--- src/ecwas_cfg.svh ---
// Purpose: constants of the indirect window and error status block
// Assumes: offsets are byte addresses of aligned doublewords
// Notes:   included by its bare name, guarded against double inclusion
`ifndef ECWAS_CFG_SVH
`define ECWAS_CFG_SVH

// register byte offsets
`define ECWAS_OFF_ADDR   12'h0F8
`define ECWAS_OFF_DATA   12'h0FC
`define ECWAS_OFF_CAP    12'h100
`define ECWAS_OFF_STAT   12'h104
`define ECWAS_OFF_MASK   12'h108

// indirect address fields and reset
`define ECWAS_REG_LSB    2
`define ECWAS_REG_MSB    7
`define ECWAS_EXTENDED_SELECT_LSB   8
`define ECWAS_EXTENDED_SELECT_MSB   11
`define ECWAS_ADDR_WMASK 32'h0000_0FFC
`define ECWAS_ADDR_RST   32'h0000_0000

// capability header fields
`define ECWAS_CAP_ID     16'h0001
`define ECWAS_CAP_VER    4'h1
`define ECWAS_NXT_RST    12'h200
`define ECWAS_NXT_LSB    20

// error status and mask bit positions
`define ECWAS_B_DLP      4
`define ECWAS_B_SDN      5
`define ECWAS_B_PSN      12
`define ECWAS_B_FCP      13
`define ECWAS_B_CTO      14
`define ECWAS_B_CAB      15
`define ECWAS_B_UEC      16
`define ECWAS_B_ROV      17
`define ECWAS_B_MAL      18
`define ECWAS_B_ECRC     19
`define ECWAS_B_UR       20
`define ECWAS_ERR_WMASK  32'h001F_3031
`define ECWAS_STAT_RST   32'h0000_0000
`define ECWAS_MASK_RST   32'h0000_0000

`endif

--- src/ecwas_pkg.sv ---
// Purpose: shared types of the indirect window and error status block
// Assumes: nothing
// Notes:   constants live in ecwas_cfg.svh
package ecwas_pkg;
    typedef logic [31:0] ecwas_word_t;
    typedef logic [11:0] ecwas_addr_t;
    typedef logic [3:0]  ecwas_be_t;
    typedef logic [11:0] ecwas_ptr_t;
    typedef enum logic [2:0] {
        tgt_none,
        tgt_addr,
        tgt_null,
        tgt_cap,
        tgt_stat,
        tgt_mask
    } ecwas_tgt_t;
endpackage

--- src/ecwas_acc_if.sv ---
// Purpose: resolved register access between the top and its register files
// Assumes: one access per cycle, already indirection-resolved
// Notes:   bmask is the byte enables widened to bits
interface ecwas_acc_if;
    import ecwas_pkg::*;
    logic        wr_stb;
    ecwas_addr_t addr;
    ecwas_word_t bmask;
    ecwas_word_t wdata;
    ecwas_word_t addr_q;
    ecwas_ptr_t  next_capability_pointer_q;
    ecwas_word_t status_q;
    ecwas_word_t mask_q;
    modport ctl  (output wr_stb, addr, bmask, wdata,
                  input  addr_q, next_capability_pointer_q, status_q, mask_q);
    modport errs (input  wr_stb, addr, bmask, wdata,
                  output status_q, mask_q);
    modport win  (input  wr_stb, addr, bmask, wdata,
                  output addr_q, next_capability_pointer_q);
endinterface

--- src/ecwas_top.sv ---
// Purpose: indirect configuration window and uncorrectable error status
// Assumes: one configuration request per cycle, answered the next cycle
// Notes:   unimplemented offsets read zero and ignore writes
`include "ecwas_cfg.svh"
module ecwas_top (
    // clock and resets
    input  wire logic                   clk,
    input  wire logic                   srst,
    input  wire logic                   por_rst,
    // configuration requests
    input  wire logic                   cfg_req,
    input  wire logic                   cfg_wr,
    input  wire logic                   cfg_smbus,
    input  wire ecwas_pkg::ecwas_addr_t cfg_addr,
    input  wire ecwas_pkg::ecwas_be_t   cfg_be,
    input  wire ecwas_pkg::ecwas_word_t cfg_wdata,
    // configuration answers
    output logic                        cfg_ack_ff,
    output ecwas_pkg::ecwas_word_t      cfg_rdata_ff,
    // capability controls
    input  wire logic                   nxt_ptr_lock,
    input  wire logic                   surprise_down_capable,
    // detected errors, one-cycle pulses
    input  wire logic                   evt_link_protocol_error,
    input  wire logic                   evt_surprise_down_error,
    input  wire logic                   evt_poisoned_tlp,
    input  wire logic                   evt_flow_control_error,
    input  wire logic                   evt_unexpected_completion,
    input  wire logic                   evt_receiver_overflow,
    input  wire logic                   evt_malformed_tlp,
    input  wire logic                   evt_ecrc_error,
    input  wire logic                   evt_unsupported_request,
    // unmasked events, one-cycle pulses
    output ecwas_pkg::ecwas_word_t      err_report_ff
);
    import ecwas_pkg::*;

    localparam ecwas_addr_t OFF_ADDR   = `ECWAS_OFF_ADDR;
    localparam ecwas_addr_t OFF_DATA   = `ECWAS_OFF_DATA;
    localparam ecwas_addr_t OFF_CAP    = `ECWAS_OFF_CAP;
    localparam ecwas_addr_t OFF_STAT   = `ECWAS_OFF_STAT;
    localparam ecwas_addr_t OFF_MASK   = `ECWAS_OFF_MASK;
    localparam ecwas_word_t ADDR_WMASK = `ECWAS_ADDR_WMASK;
    localparam ecwas_word_t ERR_WMASK  = `ECWAS_ERR_WMASK;
    localparam int          RL         = `ECWAS_REG_LSB;
    localparam int          EM         = `ECWAS_EXTENDED_SELECT_MSB;

    ecwas_acc_if acc ();

    ecwas_addr_t req_dw;
    ecwas_addr_t ptr_dw;
    ecwas_addr_t eff_addr;
    ecwas_tgt_t  tgt;
    ecwas_word_t bmask;
    ecwas_word_t rd_word;
    ecwas_word_t err_evt;
    ecwas_word_t nxt_rdata;
    logic        nxt_ack;

    function automatic ecwas_word_t be_to_mask(input ecwas_be_t be);
        return {{8{be[3]}}, {8{be[2]}}, {8{be[1]}}, {8{be[0]}}};
    endfunction

    // low two address bits never select anything
    assign req_dw = {cfg_addr[EM:RL], 2'b00};
    assign ptr_dw = {acc.addr_q[EM:RL], 2'b00};
    assign bmask  = be_to_mask(cfg_be);

    // resolve the window to the register it finally reaches
    always_comb begin
        eff_addr = req_dw;
        if (req_dw == OFF_DATA && !cfg_smbus) begin
            eff_addr = ptr_dw;
        end
        case (eff_addr)
            OFF_ADDR: begin
                tgt = tgt_addr;
            end
            OFF_DATA: begin
                // reached from SMBus or from a self-pointing window
                tgt = tgt_null;
            end
            OFF_CAP: begin
                tgt = tgt_cap;
            end
            OFF_STAT: begin
                tgt = tgt_stat;
            end
            OFF_MASK: begin
                tgt = tgt_mask;
            end
            default: begin
                tgt = tgt_none;
            end
        endcase
    end

    // writes go through with the requester's byte enables
    assign acc.wr_stb = cfg_req && cfg_wr && (tgt != tgt_null)
                        && (tgt != tgt_none);
    assign acc.addr   = eff_addr;
    assign acc.bmask  = bmask;
    assign acc.wdata  = cfg_wdata;

    always_comb begin
        case (tgt)
            tgt_addr: begin
                rd_word = acc.addr_q & ADDR_WMASK;
            end
            tgt_cap: begin
                rd_word = {acc.next_capability_pointer_q, `ECWAS_CAP_VER,
                           `ECWAS_CAP_ID};
            end
            tgt_stat: begin
                rd_word = acc.status_q & ERR_WMASK;
            end
            tgt_mask: begin
                rd_word = acc.mask_q & ERR_WMASK;
            end
            default: begin
                rd_word = '0;
            end
        endcase
    end

    // answer group; disabled lanes read zero like untouched bytes
    always_comb begin
        nxt_ack   = cfg_req;
        nxt_rdata = cfg_rdata_ff;
        if (cfg_req) begin
            nxt_rdata = cfg_wr ? '0 : (rd_word & bmask);
        end
    end

    always_ff @(posedge clk) begin
        if (srst) begin
            cfg_ack_ff   <= 1'b0;
            cfg_rdata_ff <= '0;
        end else begin
            cfg_ack_ff   <= nxt_ack;
            cfg_rdata_ff <= nxt_rdata;
        end
    end

    // place each detected error at its status position
    always_comb begin
        err_evt = '0;
        err_evt[`ECWAS_B_DLP]  = evt_link_protocol_error;
        err_evt[`ECWAS_B_SDN]  = evt_surprise_down_error;
        err_evt[`ECWAS_B_PSN]  = evt_poisoned_tlp;
        err_evt[`ECWAS_B_FCP]  = evt_flow_control_error;
        err_evt[`ECWAS_B_UEC]  = evt_unexpected_completion;
        err_evt[`ECWAS_B_ROV]  = evt_receiver_overflow;
        err_evt[`ECWAS_B_MAL]  = evt_malformed_tlp;
        err_evt[`ECWAS_B_ECRC] = evt_ecrc_error;
        err_evt[`ECWAS_B_UR]   = evt_unsupported_request;
    end

    ecwas_win_regs u_win (
        .clk      (clk),
        .srst     (srst),
        .acc      (acc),
        .nxt_lock (nxt_ptr_lock)
    );

    ecwas_err_bits u_err (
        .clk        (clk),
        .por_rst    (por_rst),
        .acc        (acc),
        .err_evt    (err_evt),
        .sd_capable (surprise_down_capable),
        .report_ff  (err_report_ff)
    );
endmodule

--- src/ecwas_win_regs.sv ---
// Purpose: indirect address register and lockable next pointer
// Assumes: srst is the ordinary synchronous reset
// Notes:   neither register is sticky
`include "ecwas_cfg.svh"
module ecwas_win_regs (
    // clock and reset
    input  wire logic clk,
    input  wire logic srst,
    // register access
    ecwas_acc_if.win  acc,
    // write lock of the next pointer
    input  wire logic nxt_lock
);
    import ecwas_pkg::*;

    localparam ecwas_word_t ADDR_WMASK = `ECWAS_ADDR_WMASK;
    localparam int          NL         = `ECWAS_NXT_LSB;

    ecwas_word_t addr_ff;
    ecwas_word_t nxt_addr;
    ecwas_ptr_t  ptr_ff;
    ecwas_ptr_t  nxt_ptr;
    logic        addr_wr;
    logic        cap_wr;

    assign addr_wr      = acc.wr_stb && (acc.addr == `ECWAS_OFF_ADDR);
    assign cap_wr       = acc.wr_stb && (acc.addr == `ECWAS_OFF_CAP);
    assign acc.addr_q   = addr_ff;
    assign acc.next_capability_pointer_q = ptr_ff;

    always_comb begin
        nxt_addr = addr_ff;
        nxt_ptr  = ptr_ff;
        if (addr_wr) begin
            nxt_addr = ((addr_ff & ~acc.bmask) | (acc.wdata & acc.bmask))
                       & ADDR_WMASK;
        end
        if (cap_wr && !nxt_lock) begin
            nxt_ptr = (ptr_ff & ~acc.bmask[31:NL])
                      | (acc.wdata[31:NL] & acc.bmask[31:NL]);
        end
    end

    always_ff @(posedge clk) begin
        if (srst) begin
            addr_ff <= `ECWAS_ADDR_RST;
            ptr_ff  <= `ECWAS_NXT_RST;
        end else begin
            addr_ff <= nxt_addr;
            ptr_ff  <= nxt_ptr;
        end
    end
endmodule

--- src/ecwas_err_bits.sv ---
// Purpose: sticky uncorrectable error status and mask registers
// Assumes: por_rst is asserted only at power-on
// Notes:   the ordinary reset does not touch these bits
`include "ecwas_cfg.svh"
module ecwas_err_bits (
    // clock and sticky reset
    input  wire logic                   clk,
    input  wire logic                   por_rst,
    // register access
    ecwas_acc_if.errs                   acc,
    // detected errors and capability
    input  wire ecwas_pkg::ecwas_word_t err_evt,
    input  wire logic                   sd_capable,
    // unmasked events, one-cycle pulses
    output ecwas_pkg::ecwas_word_t      report_ff
);
    import ecwas_pkg::*;

    localparam ecwas_word_t WMASK = `ECWAS_ERR_WMASK;
    localparam int          SDN   = `ECWAS_B_SDN;
    localparam int          DLP   = `ECWAS_B_DLP;

    ecwas_word_t stat_ff;
    ecwas_word_t mask_ff;
    ecwas_word_t nxt_stat;
    ecwas_word_t nxt_mask;
    ecwas_word_t nxt_report;
    ecwas_word_t set_v;
    ecwas_word_t clr_v;
    logic        stat_wr;
    logic        mask_wr;

    assign stat_wr      = acc.wr_stb && (acc.addr == `ECWAS_OFF_STAT);
    assign mask_wr      = acc.wr_stb && (acc.addr == `ECWAS_OFF_MASK);
    assign acc.status_q = stat_ff;
    assign acc.mask_q   = mask_ff;

    always_comb begin
        set_v = err_evt & WMASK;
        if (!sd_capable) begin
            set_v[SDN] = 1'b0;
        end
        clr_v = stat_wr ? (acc.bmask & acc.wdata) : '0;
        // an event in the clearing cycle survives the clear
        nxt_stat = ((stat_ff & ~clr_v) | set_v) & WMASK;
        if (!sd_capable) begin
            nxt_stat[SDN] = 1'b0;
        end
        nxt_mask = mask_ff;
        if (mask_wr) begin
            nxt_mask = ((mask_ff & ~acc.bmask) | (acc.wdata & acc.bmask))
                       & WMASK;
        end
        nxt_report = set_v & ~mask_ff;
    end

    always_ff @(posedge clk) begin
        if (por_rst) begin
            stat_ff   <= `ECWAS_STAT_RST;
            mask_ff   <= `ECWAS_MASK_RST;
            report_ff <= '0;
        end else begin
            stat_ff   <= nxt_stat;
            mask_ff   <= nxt_mask;
            report_ff <= nxt_report;
        end
    end
endmodule

--- config.mk ---
export PLATFORM = sky130hd
export DESIGN_NAME = ecwas_top
export DESIGN_NICKNAME = d
export VERILOG_FILES = /design/src/ecwas_pkg.sv /design/src/ecwas_acc_if.sv /design/src/ecwas_top.sv /design/src/ecwas_win_regs.sv /design/src/ecwas_err_bits.sv
export VERILOG_INCLUDE_DIRS = /design/src
export SDC_FILE = /design/constraint.sdc
export NUM_CORES = 1
export LEC_CHECK = 0
export BUFFER_PORTS_ARGS = -buffer_cell sky130_fd_sc_hd__buf_2
export CAP_MARGIN = 20
export CELL_PAD_IN_SITES_DETAIL_PLACEMENT = 0
export CELL_PAD_IN_SITES_GLOBAL_PLACEMENT = 2
export CORE_MARGIN = 1
export CORE_UTILIZATION = 29
export CTS_BUF_LIST = sky130_fd_sc_hd__clkbuf_16
export CTS_CLUSTER_SIZE = 8
export DETAILED_ROUTE_END_ITERATION = 10
export PLACE_DENSITY_LB_ADDON = 0.15
export SYNTH_ARGS = -nofsm -noshare
export SYNTH_HDL_FRONTEND = slang
export SYNTH_SLANG_ARGS = --single-unit
--- constraint.sdc ---
create_clock -name clk -period 2.7 [get_ports clk]
set_clock_uncertainty 0.05 [all_clocks]
set_input_delay 0.135 -clock clk [delete_from_list [all_inputs] [get_ports clk]]
set_output_delay 0.135 -clock clk [all_outputs]
set_load 0.1 [all_outputs]
# Word-level counts from Yosys, hierarchy flattened
# Cells that the tools add are included.
# W data, S select, Z words.
[totals]
reg_bits = 107
ram_bits = 0
elab_cells = 55
n_memories = 0
latchBits = 0
inputBits = 65
out_inout_bits = 65
romBits = 0
[op_classes]
reduce_logical = 13
addsub = 0
n_div = 0
multipliers = 0
mux = 6
n_eq_ne = 11
bitwise_logic = 17
n_shift = 0
n_lt_le_gt_ge = 0
[op_table]
columns = ["op", "count"]
rows = [
  ["$pmux W32 S4", 1],
  ["$and A21 B21 Y21", 3],
  ["$not A21 Y21", 2],
  ["$or A21 B21 Y21", 2],
  ["$and A12 B12 Y12", 3],
  ["$eq A12 B9 Y1 const B", 3],
  ["$and A21 B32 Y32", 1],
  ["$and A32 B32 Y32", 1],
  ["$mux W32", 1],
  ["$not A21 Y32", 1],
  ["$eq A12 B8 Y1 const B", 2],
  ["$or A12 B12 Y12", 2],
  ["$mux W21", 1],
  ["$pmux W3 S5", 1],
  ["$mux W12", 1],
  ["$not A12 Y12", 1],
  ["$eq A10 B6 Y1 const B", 1],
  ["$logic_and A1 B1 Y1", 9],
  ["$eq A3 B3 Y1 const B", 2],
  ["$eq A3 B1 Y1 const B", 1],
  ["$eq A3 B2 Y1 const B", 1],
  ["$ne A3 B2 Y1 const B", 1],
  ["$reduce_bool A3 Y1", 1],
  ["$logic_not A1 Y1", 2],
  ["other kinds (3)", 3],
]

# Longest topological paths before layout
# Gate-level depths: netlist (run 1).
[logic_depth]
ltp_word = 13
depth_mapped = 9
depth_no_buf = 6

# By module
# A second synthesis (run 1) with hierarchy kept.
[unflattened]
cells_unflattened = 556
area_unflattened_um2 = 5123.7
[by_module_without_submodules]
columns = ["module", "seq_area_each_um2", "instances", "cells_per_inst", "area_each_um2"]
rows = [
  ["ecwas_err_bits", 600.6, 1, 192, 1725.4],
  ["ecwas_win_regs", 440.4, 1, 174, 1700.4],
  ["ecwas_top", 600.6, 1, 190, 1697.9],
]

# Worst setup path before layout (run 1)
# No wires, ideal clock.
[synth_timing]
kind = "input -> register"
start = "in cfg_addr[10]"
end = "reg with a tool-made name"
arrival_ns = 2.215
setup_time_ns = 0.128
slack_ns = 0.307
stages = 8
t_required_ns = 2.522
path_cell_list = "or3_1 -> o41ai_2 -> or4b_1 -> clkbuf_1 -> or3b_1 -> clkbuf_1 -> mux2i_1 -> nor2_1"
[synth_lines]
columns = ["item", "line", "source"]
rows = [
  ["start, declared", "ecwas_top.sv:14", "input wire ecwas_pkg::ecwas_addr_t cfg_addr,"],
]

==> results of run 1 <==
-- area by class of cell --
type                       count  area (um2)  share of cell area [%]
multi-input combinational    269        1740                    34.6
clock buffer                   9         225                    4.49
clock inverter                 7         141                    2.82
timing repair buffer         162        1070                    21.2
inverter                      12        45.0                   0.897
sequential                    81        1620                    32.3
tap                          147         184                    3.66
-- worst paths after layout --
path / startpoint / end / slack, ps / cells after the start
setup / recovery: flop / flop / 240 / 6
hold / removal: evt_link_protocol_error / u_err.report_ff[4] / 20 / 2
setup reg to reg: flop / flop / 240 / 6
hold reg to reg: cfg_rdata_ff[12] / cfg_rdata_ff[12] / 400 / 2
-- critical path: cells and delay by family (launching register included) --
family | cells | cell delay, ps
DFF | 1 | 390
muxes | 1 | 210
AOI/OAI and AO/OA | 1 | 160
and+or+nand+nor | 4 | 1530
-- power by group through the flow --
stage                     clock [mW]  combinational (mW)  sequential (mW)
final                           1.50               0.431             1.22
after global routing            1.60               0.456             1.22
after CTS                       1.55               0.433             1.22
after detailed placement           0               0.396             1.24
after global placement             0               0.394             1.24
after floorplan                    0               0.266             1.30
-- layer usage --
| metal | share of wire (%) | vias up |
|---|---|---|
| met3 | 4.5 | 8 |
| met5 | 0 | - |
| met2 | 46 | 83 |
| li1 | - | 1654 |
| met4 | 1.1 | 0 |
| met1 | 48 | 1515 |
-- through the flow --
stage / instances / instance area, um2
final: 687 / 5020
after global routing: 687 / 5020
after CTS: 687 / 5010
after detailed placement: 638 / 4320
after global placement: 638 / 4320
after floorplan: 409 / 3670
-- kinds of logic (layout without fill, tap and decap cells) --
| logic type | Yosys count | in the layout | share of synthesized area, % |
|---|---|---|---|
| AO/OA/AOI/OAI | 82 | 82 | 17.3 |
| flip-flops | 81 | 81 | 45.3 |
| buffers and inverters | 59 | 190 | 9.02 |
| multiplexers | 27 | 27 | 7.55 |
| other | 1 | 26 | 0.105 |
| AND/OR/NAND/NOR | 134 | 134 | 20.7 |
-- layout by cell type (no fill, tap or decap), types with 5 or more instances in the layout --
cell type / n
sky130_fd_sc_hd__buf_2: 98
sky130_fd_sc_hd__dfxtp_1: 81
sky130_fd_sc_hd__nor2_1: 43
sky130_fd_sc_hd__dlygate4sd3_1: 33
sky130_fd_sc_hd__buf_4: 30
sky130_fd_sc_hd__mux2i_1: 27
sky130_fd_sc_hd__conb_1: 26
sky130_fd_sc_hd__nand2_1: 23
sky130_fd_sc_hd__a22o_1: 16
sky130_fd_sc_hd__nand4_1: 14
sky130_fd_sc_hd__o21ai_0: 14
sky130_fd_sc_hd__inv_1: 12
sky130_fd_sc_hd__o41ai_1: 10
sky130_fd_sc_hd__a21oi_1: 10
sky130_fd_sc_hd__clkbuf_16: 9
sky130_fd_sc_hd__nor3_1: 8
sky130_fd_sc_hd__nand2b_1: 7
sky130_fd_sc_hd__a22oi_1: 7
sky130_fd_sc_hd__nor2b_1: 5
sky130_fd_sc_hd__nor3b_1: 5
sky130_fd_sc_hd__a311oi_1: 5
-- timing repair --
action	in CTS	in global routing
endpoints found under the hold margin	33	0
hold buffers	33	0
buffers inserted	0	0
gates resized for setup	0	1
setup endpoints to repair	0	11
==> out/summary.md, run 1 <==
## Run status
* outcome: finished clean

## Power and ir drop
* internal power: 2.32 mW
* switching portion of total power: 26.5%
* standby leakage power: 2.17 nW
* Overall Power: 3.15 mW
* Pwr per Cell Area: 628 nW/um2
* part of the power in combinational logic: 13.7%
* part of the total power dissipated in the clock network: 47.7%
* switching pwr: 835 uW
* maximum vdd ir drop: 0.297 mV
* share of power burned in registers: 38.6%

## GRT
* M1 GR Usage: 21.4%
* number of antenna violations at the first check in global routing: 0
* aggregate global-route resource usage: 16.7%
* total overflow reported by the global router: 0
* GRT met2 Usage: 26.5%
* global-route wire length before repair: 16200 um
* most utilized layer in the global route result: met2
* pin count of the biggest net entering global routing: 29
* vias in the first global route: 3103
* met3 Track Usage GR: 4.39%

## Logic synthesis
* count of yosys warnings during synthesis: 0
* Syn Area/Cell: 9.32 um2
* number of unique standard cell types used by synthesis: 48
* cells after synthesis: 384
* post-synthesis instance area: 3580 um2
* flip-flop and latch count after synthesis: 81
* number of flops mapped to enable cells by yosys: 0
* fraction of synthesized cell area taken by the top area cell type: 45.3%
* Post-synth top flop: sky130_fd_sc_hd__dfxtp_1
* area leader, netlist: sky130_fd_sc_hd__dfxtp_1
* commonest cells in the synthesized netlist: 81 x sky130_fd_sc_hd__dfxtp_1, 44 x sky130_fd_sc_hd__nor2_1, 27 x sky130_fd_sc_hd__mux2i_1
* cell types with the largest area share after synthesis: sky130_fd_sc_hd__dfxtp_1 45%, sky130_fd_sc_hd__mux2i_1 7.6%, sky130_fd_sc_hd__buf_4 5.5%
* post-synthesis async set-or-reset flop share: 0%
* share of synthesized area occupied by flip-flops and latches: 45.3%
* most frequent cell after synthesis: sky130_fd_sc_hd__dfxtp_1

## Worst setup path
* worst endpoint required time: 2860 ps
* Setup Crit Path Kind: flop to flop
* cell at the slowest stage of the critical path: sky130_fd_sc_hd__or4b_1
* Setup crit end kind: flop
* Crit path arrival time: 2620 ps
* cell breakdown of the critical path: nor3b_1 > o41ai_1 > or4b_1 > or3b_1 > mux2i_1 > nor2_1
* Max stage delay on crit path: 610 ps
* Worst Setup Start Kind: flop
* Max FO, Critical Path: 6

## Final layout
* synthesis-to-layout area growth: 40.3%
* share of final-layout standard cells stronger than drive strength 1: 29.3%
* total of fill cells in the finished design: 1217
* Final Util: 41.8%
* Net count, final: 600
* count of antenna diodes in the layout: 0

## Floorplanning
* Ports: 130
* die height: 113 um
* width of the die: 113 um
* core box area: 12000 um2
* number of rows created at floorplan: 40
* total die area: 12800 um2
* effective utilization at floorplan: 29.8%

## Routing
* via count: 3260
* number of optimization iterations in the first detailed-route pass: 4
* remaining routing DRC violations: 0
* number of nets with antenna violations after routing: 0
* total wire length: 10100 um
* DRT iter0 DRCs: 135
* post-DR vias/cell: 4.75
* post-DR wirelength/cell: 14.7 um

## Timing
* unrepaired setup endpoints after global routing: false
* WHS: 23.3 ps
* number of setup violations in the final report: 0
* final-report hold violation count: 0
* Sum Neg Setup Slack: 0 ps
* final critical path time including I/O delays and setup: 2460 ps
* actual transition at the worst max-transition pin: 515 ps
* Peak Freq: 407 MHz
* final count of pins violating max slew: 0
* tightest slew margin relative to the limit: 65.5%
* final worst-path cycle share: 91.1%
* Worst Slack Setup Final: 241 ps

## CTS
* number of levels in the clock H-tree: 3
* clock sinks: 81
* maximum buffer depth of the clock tree: 2
* TritonCTS buffer count: 9
* clk_lat worst skew: 350 ps
* CTS tree: built
* clock-pin slew reported for the worst setup and hold paths after clock tree synthesis: 60 ps
* clock root buffer: sky130_fd_sc_hd__clkbuf_16

## Placed design
* number of port buffers: 98
* HPWL after detailed placement: 7330 um
* routability-driven placement congestion ratio: 0.815
* worst setup slack before clock tree synthesis: 34.1 ps

## Worst hold path
* worst min-delay path class: primary input to flop

## Flow run
* maxcap violations: 0

No activity file was read; power rests on OpenSTA's default activity.
==> inputs of run 2 (changes only) <==
--- a/config.mk
+++ b/config.mk
@@ -10,9 +10,11 @@
 export CAP_MARGIN = 20
 export CELL_PAD_IN_SITES_DETAIL_PLACEMENT = 0
 export CELL_PAD_IN_SITES_GLOBAL_PLACEMENT = 2
+export CORE_ASPECT_RATIO = 1.2
 export CORE_MARGIN = 1
 export CORE_UTILIZATION = 29
 export CTS_BUF_LIST = sky130_fd_sc_hd__clkbuf_16
+export CTS_CLUSTER_DIAMETER = 80
 export CTS_CLUSTER_SIZE = 8
 export DETAILED_ROUTE_END_ITERATION = 10
 export PLACE_DENSITY_LB_ADDON = 0.15
==> run 2 against run 1 <==
  * Cell count rose by 0.73%
  * Sequential share of layout area rose by 0.86 points
  * First-iteration DRC count fell by 36%
  * Flip-flop and latch count did not move
  * Combinational power fell by 1%
  * Utilization fell by 1.2 points
  * Non-clock buffer count fell by 9
  * Maximum frequency fell by 0.73%
==> out/summary.md, run 2 (synthesis results as in run 1) <==
## Run status
* outcome: finished clean

## Timing
* actual transition at the worst max-transition pin: 545 ps, +30.7 ps
* final critical path time including I/O delays and setup: 2480 ps, +18.2 ps
* unrepaired setup endpoints after global routing: false
* number of setup violations in the final report: 0, unchanged
* Worst Slack Setup Final: 223 ps, -18.2 ps
* Peak Freq: 404 MHz, -0.73%
* final-report hold violation count: 0, unchanged
* final worst-path cycle share: 91.8%, +0.67 points
* tightest slew margin relative to the limit: 63.6%, -1.8 points
* final count of pins violating max slew: 0, unchanged

## Worst setup path
* Crit path arrival time: 2710 ps, +90 ps
* Setup crit end kind: flop
* worst endpoint required time: 2930 ps, +70 ps
* Worst Setup Start Kind: flop
* Setup Crit Path Kind: flop to flop
* Max FO, Critical Path: 8, +2

## GRT
* pin count of the biggest net entering global routing: 29, unchanged
* global-route wire length before repair: 15900 um, -2.1%
* number of antenna violations at the first check in global routing: 0, unchanged
* aggregate global-route resource usage: 16.9%, +0.20 points
* vias in the first global route: 3071, -1.0%
* total overflow reported by the global router: 0, unchanged

## Floorplanning
* Ports: 130, unchanged
* number of rows created at floorplan: 44, +10%
* width of the die: 103 um, -8.6%
* effective utilization at floorplan: 29.7%, -0.11 points
* total die area: 12800 um2, about the same
* die height: 124 um, +9.4%
* core box area: 12100 um2, +0.38%

## Power and ir drop
* maximum vdd ir drop: 0.332 mV, +12%
* Pwr per Cell Area: 599 nW/um2, -4.6%
* Overall Power: 2.93 mW, -7.1%
* standby leakage power: 2.11 nW, -2.8%

## CTS
* CTS-repair resized insts: 0, unchanged
* clock-pin slew reported for the worst setup and hold paths after clock tree synthesis: 60 ps, about the same
* clock sinks: 81, unchanged
* TritonCTS buffer count: 9, unchanged
* number of levels in the clock H-tree: 3, unchanged
* maximum buffer depth of the clock tree: 2, unchanged
* clk_lat worst skew: 340 ps, about the same
* CTS tree: built
* clock root buffer: sky130_fd_sc_hd__clkbuf_16

## Routing
* number of nets with antenna violations after routing: 0, unchanged
* number of optimization iterations in the first detailed-route pass: 4, unchanged
* DRT iter0 DRCs: 87, -36%
* post-DR vias/cell: 4.73, -0.39%
* remaining routing DRC violations: 0, unchanged
* post-DR wirelength/cell: 15.0 um, +1.8%
* via count: 3271, +0.34%
* total wire length: 10400 um, +2.6%

## Flow run
* maxcap violations: 0, unchanged

## Placed design
* HPWL after detailed placement: 7510 um, +2.4%
* number of port buffers: 98, unchanged
* cell count after placement: 650, +1.9%
* routability-driven placement congestion ratio: 0.781, -4.2%
* worst setup slack before clock tree synthesis: -0.534 ps, -34.7 ps
* placement-stage cell area: 4320 um2, about the same

## Final layout
* most common cell after layout, fill and taps aside: sky130_fd_sc_hd__buf_2
* Net count, final: 591, -1.5%
* share of final-layout standard cells stronger than drive strength 1: 29.0%, -0.26 points
* final instance count without filler cells: 692, +0.73%
* synthesis-to-layout area growth: 36.7%
* most frequent cells in the layout: 98 x sky130_fd_sc_hd__buf_2, 81 x sky130_fd_sc_hd__dfxtp_1, 43 x sky130_fd_sc_hd__nor2_1
* count of antenna diodes in the layout: 0, unchanged
* area of all placed cells without fillers: 4890 um2, -2.6%

## Worst hold path
* worst min-delay path class: primary input to flop

-- run 2: cell types whose count changed in the layout (fill, tap and decap cells not counted), sizes merged --
cell	delta
dlygate4sd3	-7
buf	-2
bufinv	-2
clkinv	+2
-- run 2: power breakdown --
part / internal, mW / leakage [nW] / switching [mW]
clock: 0.801 / 0.158 / 0.487
sequential: 1.21 / 0.658 / 0.00603
combinational: 0.101 / 1.30 / 0.324
total: 2.11 / 2.11 / 0.816
-- run 2: metal layers --
layer	wire length, um	GRT usage (%)	up-vias
met1	4520	21.1	1537
met2	5120	27.6	96
met3	575	4.26	10
li1	-	-	1628
met5	0	0	-
met4	167	6.43	0
-- run 2: area by class of cell --
type,instances,area (um2)
Multi-Input combinational cell,269,1730
Fill cell,1262,7170
Sequential cell,81,1620
Timing Repair Buffer,153,981
Clock inverter,7,86.3
Tap cell,161,201
Clock buffer,9,225
Inverter,12,45.0
-- run 2: worst max-delay path: stages (launching register included) --
cell and delay, ps:
sky130_fd_sc_hd__dfxtp_1 330, sky130_fd_sc_hd__or2_2 300, sky130_fd_sc_hd__o41ai_1 360, sky130_fd_sc_hd__nand4_1 200, sky130_fd_sc_hd__or4b_4 630, sky130_fd_sc_hd__nor4b_4 220, sky130_fd_sc_hd__buf_4 200, sky130_fd_sc_hd__a22o_1 130
-- run 2: through the flow --
stage                     hold WS (ps)  setup TNS (ps)  utilization, %
after floorplan                    157               0               -
after global placement             293               0            35.8
after detailed placement           301          -0.534            35.8
after CTS                         1.14               0            40.5
after global routing              3.50               0            40.6
final                             7.65               0            40.6
-- run 2: worst paths after layout --
check                                          startpoint                  end  slack, ps  cells after the start
worst min register to register           cfg_rdata_ff[19]     cfg_rdata_ff[19]        400                      2
worst min-delay path            evt_unexpected_completion  u_err.report_ff[16]          8                      3
worst max register to register                       flop     cfg_rdata_ff[30]        220                      7
worst max-delay path                                 flop     cfg_rdata_ff[30]        220                      7
-- run 2: timing repair --
item / 4_1_cts / 5_1_grt
hold buffers: 25 / 1
setup buffers: 0 / 0
hold endpoints to repair: 25 / 1
==> inputs of run 3 (changes only) <==
--- a/config.mk
+++ b/config.mk
@@ -18,6 +18,7 @@
 export CTS_CLUSTER_SIZE = 8
 export DETAILED_ROUTE_END_ITERATION = 10
 export PLACE_DENSITY_LB_ADDON = 0.15
+export RECOVER_POWER = 100
 export SYNTH_ARGS = -nofsm -noshare
 export SYNTH_HDL_FRONTEND = slang
 export SYNTH_SLANG_ARGS = --single-unit
==> run 3 against run 2 <==
  * Critical path depth unchanged
  * Flip-flop and latch count unchanged
  * Sequential power about the same
  * Count of clock-buffer cells in the layout unchanged
  * Non-clock buffer count unchanged
  * Die area unchanged
  * Final area down 2.4%
  * Register-to-register slack about the same
  * Sequential share of layout area up 0.82 points
  * Routed wire length down 0.12%
  * Combinational power down 0.9%
  * Critical path type unchanged
  * Highest routed layer unchanged
==> out/summary.md, run 3 (synthesis results as in run 1) <==
## Final layout
* total of fill cells in the finished design: 1295, +2.6%
* sequential standard cell area: 1620 um2, unchanged
* count of antenna diodes in the layout: 0, unchanged
* Net count, final: 591, unchanged
* area of all placed cells without fillers: 4770 um2, -2.4%
* most common cell after layout, fill and taps aside: sky130_fd_sc_hd__dfxtp_1
* share of final-layout standard cells stronger than drive strength 1: 18.8%, -10 points
* most frequent cells in the layout: 81 x sky130_fd_sc_hd__dfxtp_1, 57 x sky130_fd_sc_hd__buf_2, 51 x sky130_fd_sc_hd__clkbuf_1
* final instance count without filler cells: 692, unchanged
* area of the multi-input gates: 1710 um2, -1.4%
* synthesis-to-layout area growth: 33.4%

## Power and ir drop
* Overall Power: 2.93 mW, -0.11%
* Pwr per Cell Area: 613 nW/um2, +2.3%
* standby leakage power: 1.88 nW, -11%
* maximum vdd ir drop: 0.332 mV, about the same

## Timing
* final count of pins violating max slew: 0, unchanged
* Sum Neg Setup Slack: 0 ps, unchanged
* unrepaired setup endpoints after global routing: false
* number of setup violations in the final report: 0, unchanged
* final-report hold violation count: 0, unchanged
* Peak Freq: 406 MHz, +0.51%
* WHS: 7.00 ps, -0.650 ps
* actual transition at the worst max-transition pin: 1310 ps, +760 ps
* final critical path time including I/O delays and setup: 2460 ps, -12.5 ps
* final worst-path cycle share: 91.3%, -0.46 points
* tightest slew margin relative to the limit: 13.0%, -51 points

## Worst setup path
* Setup Crit Path Kind: flop to flop
* Max FO, Critical Path: 8, unchanged
* Worst Setup Start Kind: flop
* cell breakdown of the critical path: or2_2 > o41ai_1 > nand4_1 > or4b_4 > nor4b_4 > buf_4 > a22o_1
* Crit path arrival time: 2700 ps, about the same
* worst endpoint required time: 2940 ps, about the same
* Setup crit end kind: flop
* cell at the slowest stage of the critical path: sky130_fd_sc_hd__or4b_4
* Max stage delay on crit path: 640 ps, about the same

## Floorplanning
* number of rows created at floorplan: 44, unchanged
* width of the die: 103 um, unchanged
* effective utilization at floorplan: 29.7%, unchanged
* core box area: 12100 um2, unchanged
* total die area: 12800 um2, unchanged
* Ports: 130, unchanged
* die height: 124 um, unchanged

## CTS
* clock sinks: 81, unchanged
* maximum buffer depth of the clock tree: 2, unchanged
* clk_lat worst skew: 340 ps, about the same
* TritonCTS buffer count: 9, unchanged
* number of levels in the clock H-tree: 3, unchanged
* CTS-repair resized insts: 0, unchanged
* hold buffer count at cts: 25, unchanged
* CTS tree: built
* clock root buffer: sky130_fd_sc_hd__clkbuf_16
* clock-pin slew reported for the worst setup and hold paths after clock tree synthesis: 60 ps, about the same
* postcts setup bufs: 0, unchanged

## Placed design
* placement-stage cell area: 4320 um2, unchanged
* cell count after placement: 650, unchanged
* number of port buffers: 98, unchanged
* HPWL after detailed placement: 7510 um, unchanged
* routability-driven placement congestion ratio: 0.781, unchanged

## Routing
* DRT iter0 DRCs: 89, +2.3%
* number of nets with antenna violations after routing: 0, unchanged
* post-DR wirelength/cell: 15.0 um, -0.12%
* post-DR vias/cell: 4.70, -0.52%
* via count: 3254, -0.52%
* number of optimization iterations in the first detailed-route pass: 4, unchanged
* total wire length: 10400 um, -0.12%
* remaining routing DRC violations: 0, unchanged

## Run status
* outcome: finished clean

## Worst hold path
* worst min-delay path class: primary input to flop

## Flow run
* maxcap violations: 0, unchanged

## GRT
* vias in the first global route: 3071, unchanged
* global-route wire length before repair: 15900 um, unchanged
* number of antenna violations at the first check in global routing: 0, unchanged
* total overflow reported by the global router: 0, unchanged
* aggregate global-route resource usage: 16.9%, unchanged
* pin count of the biggest net entering global routing: 29, unchanged

-- run 3: layout make-up --
cell class / instances / area share [%]
Clock inverter: 7 / 1.81
Tap cell: 161 / 4.22
Sequential cell: 81 / 34.0
Clock buffer: 9 / 4.72
Multi-Input combinational cell: 269 / 35.8
Timing Repair Buffer: 153 / 18.6
Inverter: 12 / 0.944
-- run 3: per-layer routing --
metal,vias up,track usage [%],part of all wire [%]
li1,1631,-,-
met5,-,0,0
met3,11,4.26,5.5
met2,91,27.6,48
met4,0,6.43,1.8
met1,1521,21.1,44
-- run 3: report_power, final --
| group | internal (mW) | leakage, nW | total, mW | switching [mW] |
|---|---|---|---|---|
| clock network | 0.801 | 0.158 | 1.29 | 0.487 |
| registers | 1.21 | 0.658 | 1.22 | 0.00635 |
| logic | 0.0986 | 1.07 | 0.421 | 0.322 |
| total | 2.11 | 1.88 | 2.93 | 0.816 |
-- run 3: final timing paths --
kind                             start                  end  slack (ps)  depth (start not counted)
max                               flop     cfg_rdata_ff[30]         240                          7
min          evt_unexpected_completion  u_err.report_ff[16]           7                          3
max reg2reg                       flop     cfg_rdata_ff[30]         240                          7
min reg2reg           cfg_rdata_ff[19]     cfg_rdata_ff[19]         400                          2
-- run 3: stage by stage --
| step | setup WS [ps] | utilization, % |
|---|---|---|
| CTS | 208 | 40.5 |
| detailed placement | -0.534 | 35.8 |
| floorplan | 307 | - |
| finish | 235 | 39.6 |
| global route | 2.96 | 39.6 |
| global placement | 47.2 | 35.8 |
-- run 3: worst max-delay path, delay by kind of cell (launching register included) --
| family | cells | cell delay [ps] |
|---|---|---|
| AO/OA/AOI/OAI | 2 | 470 |
| AND/OR/NAND/NOR | 4 | 1360 |
| buffers and inverters | 1 | 200 |
| flip-flops | 1 | 330 |
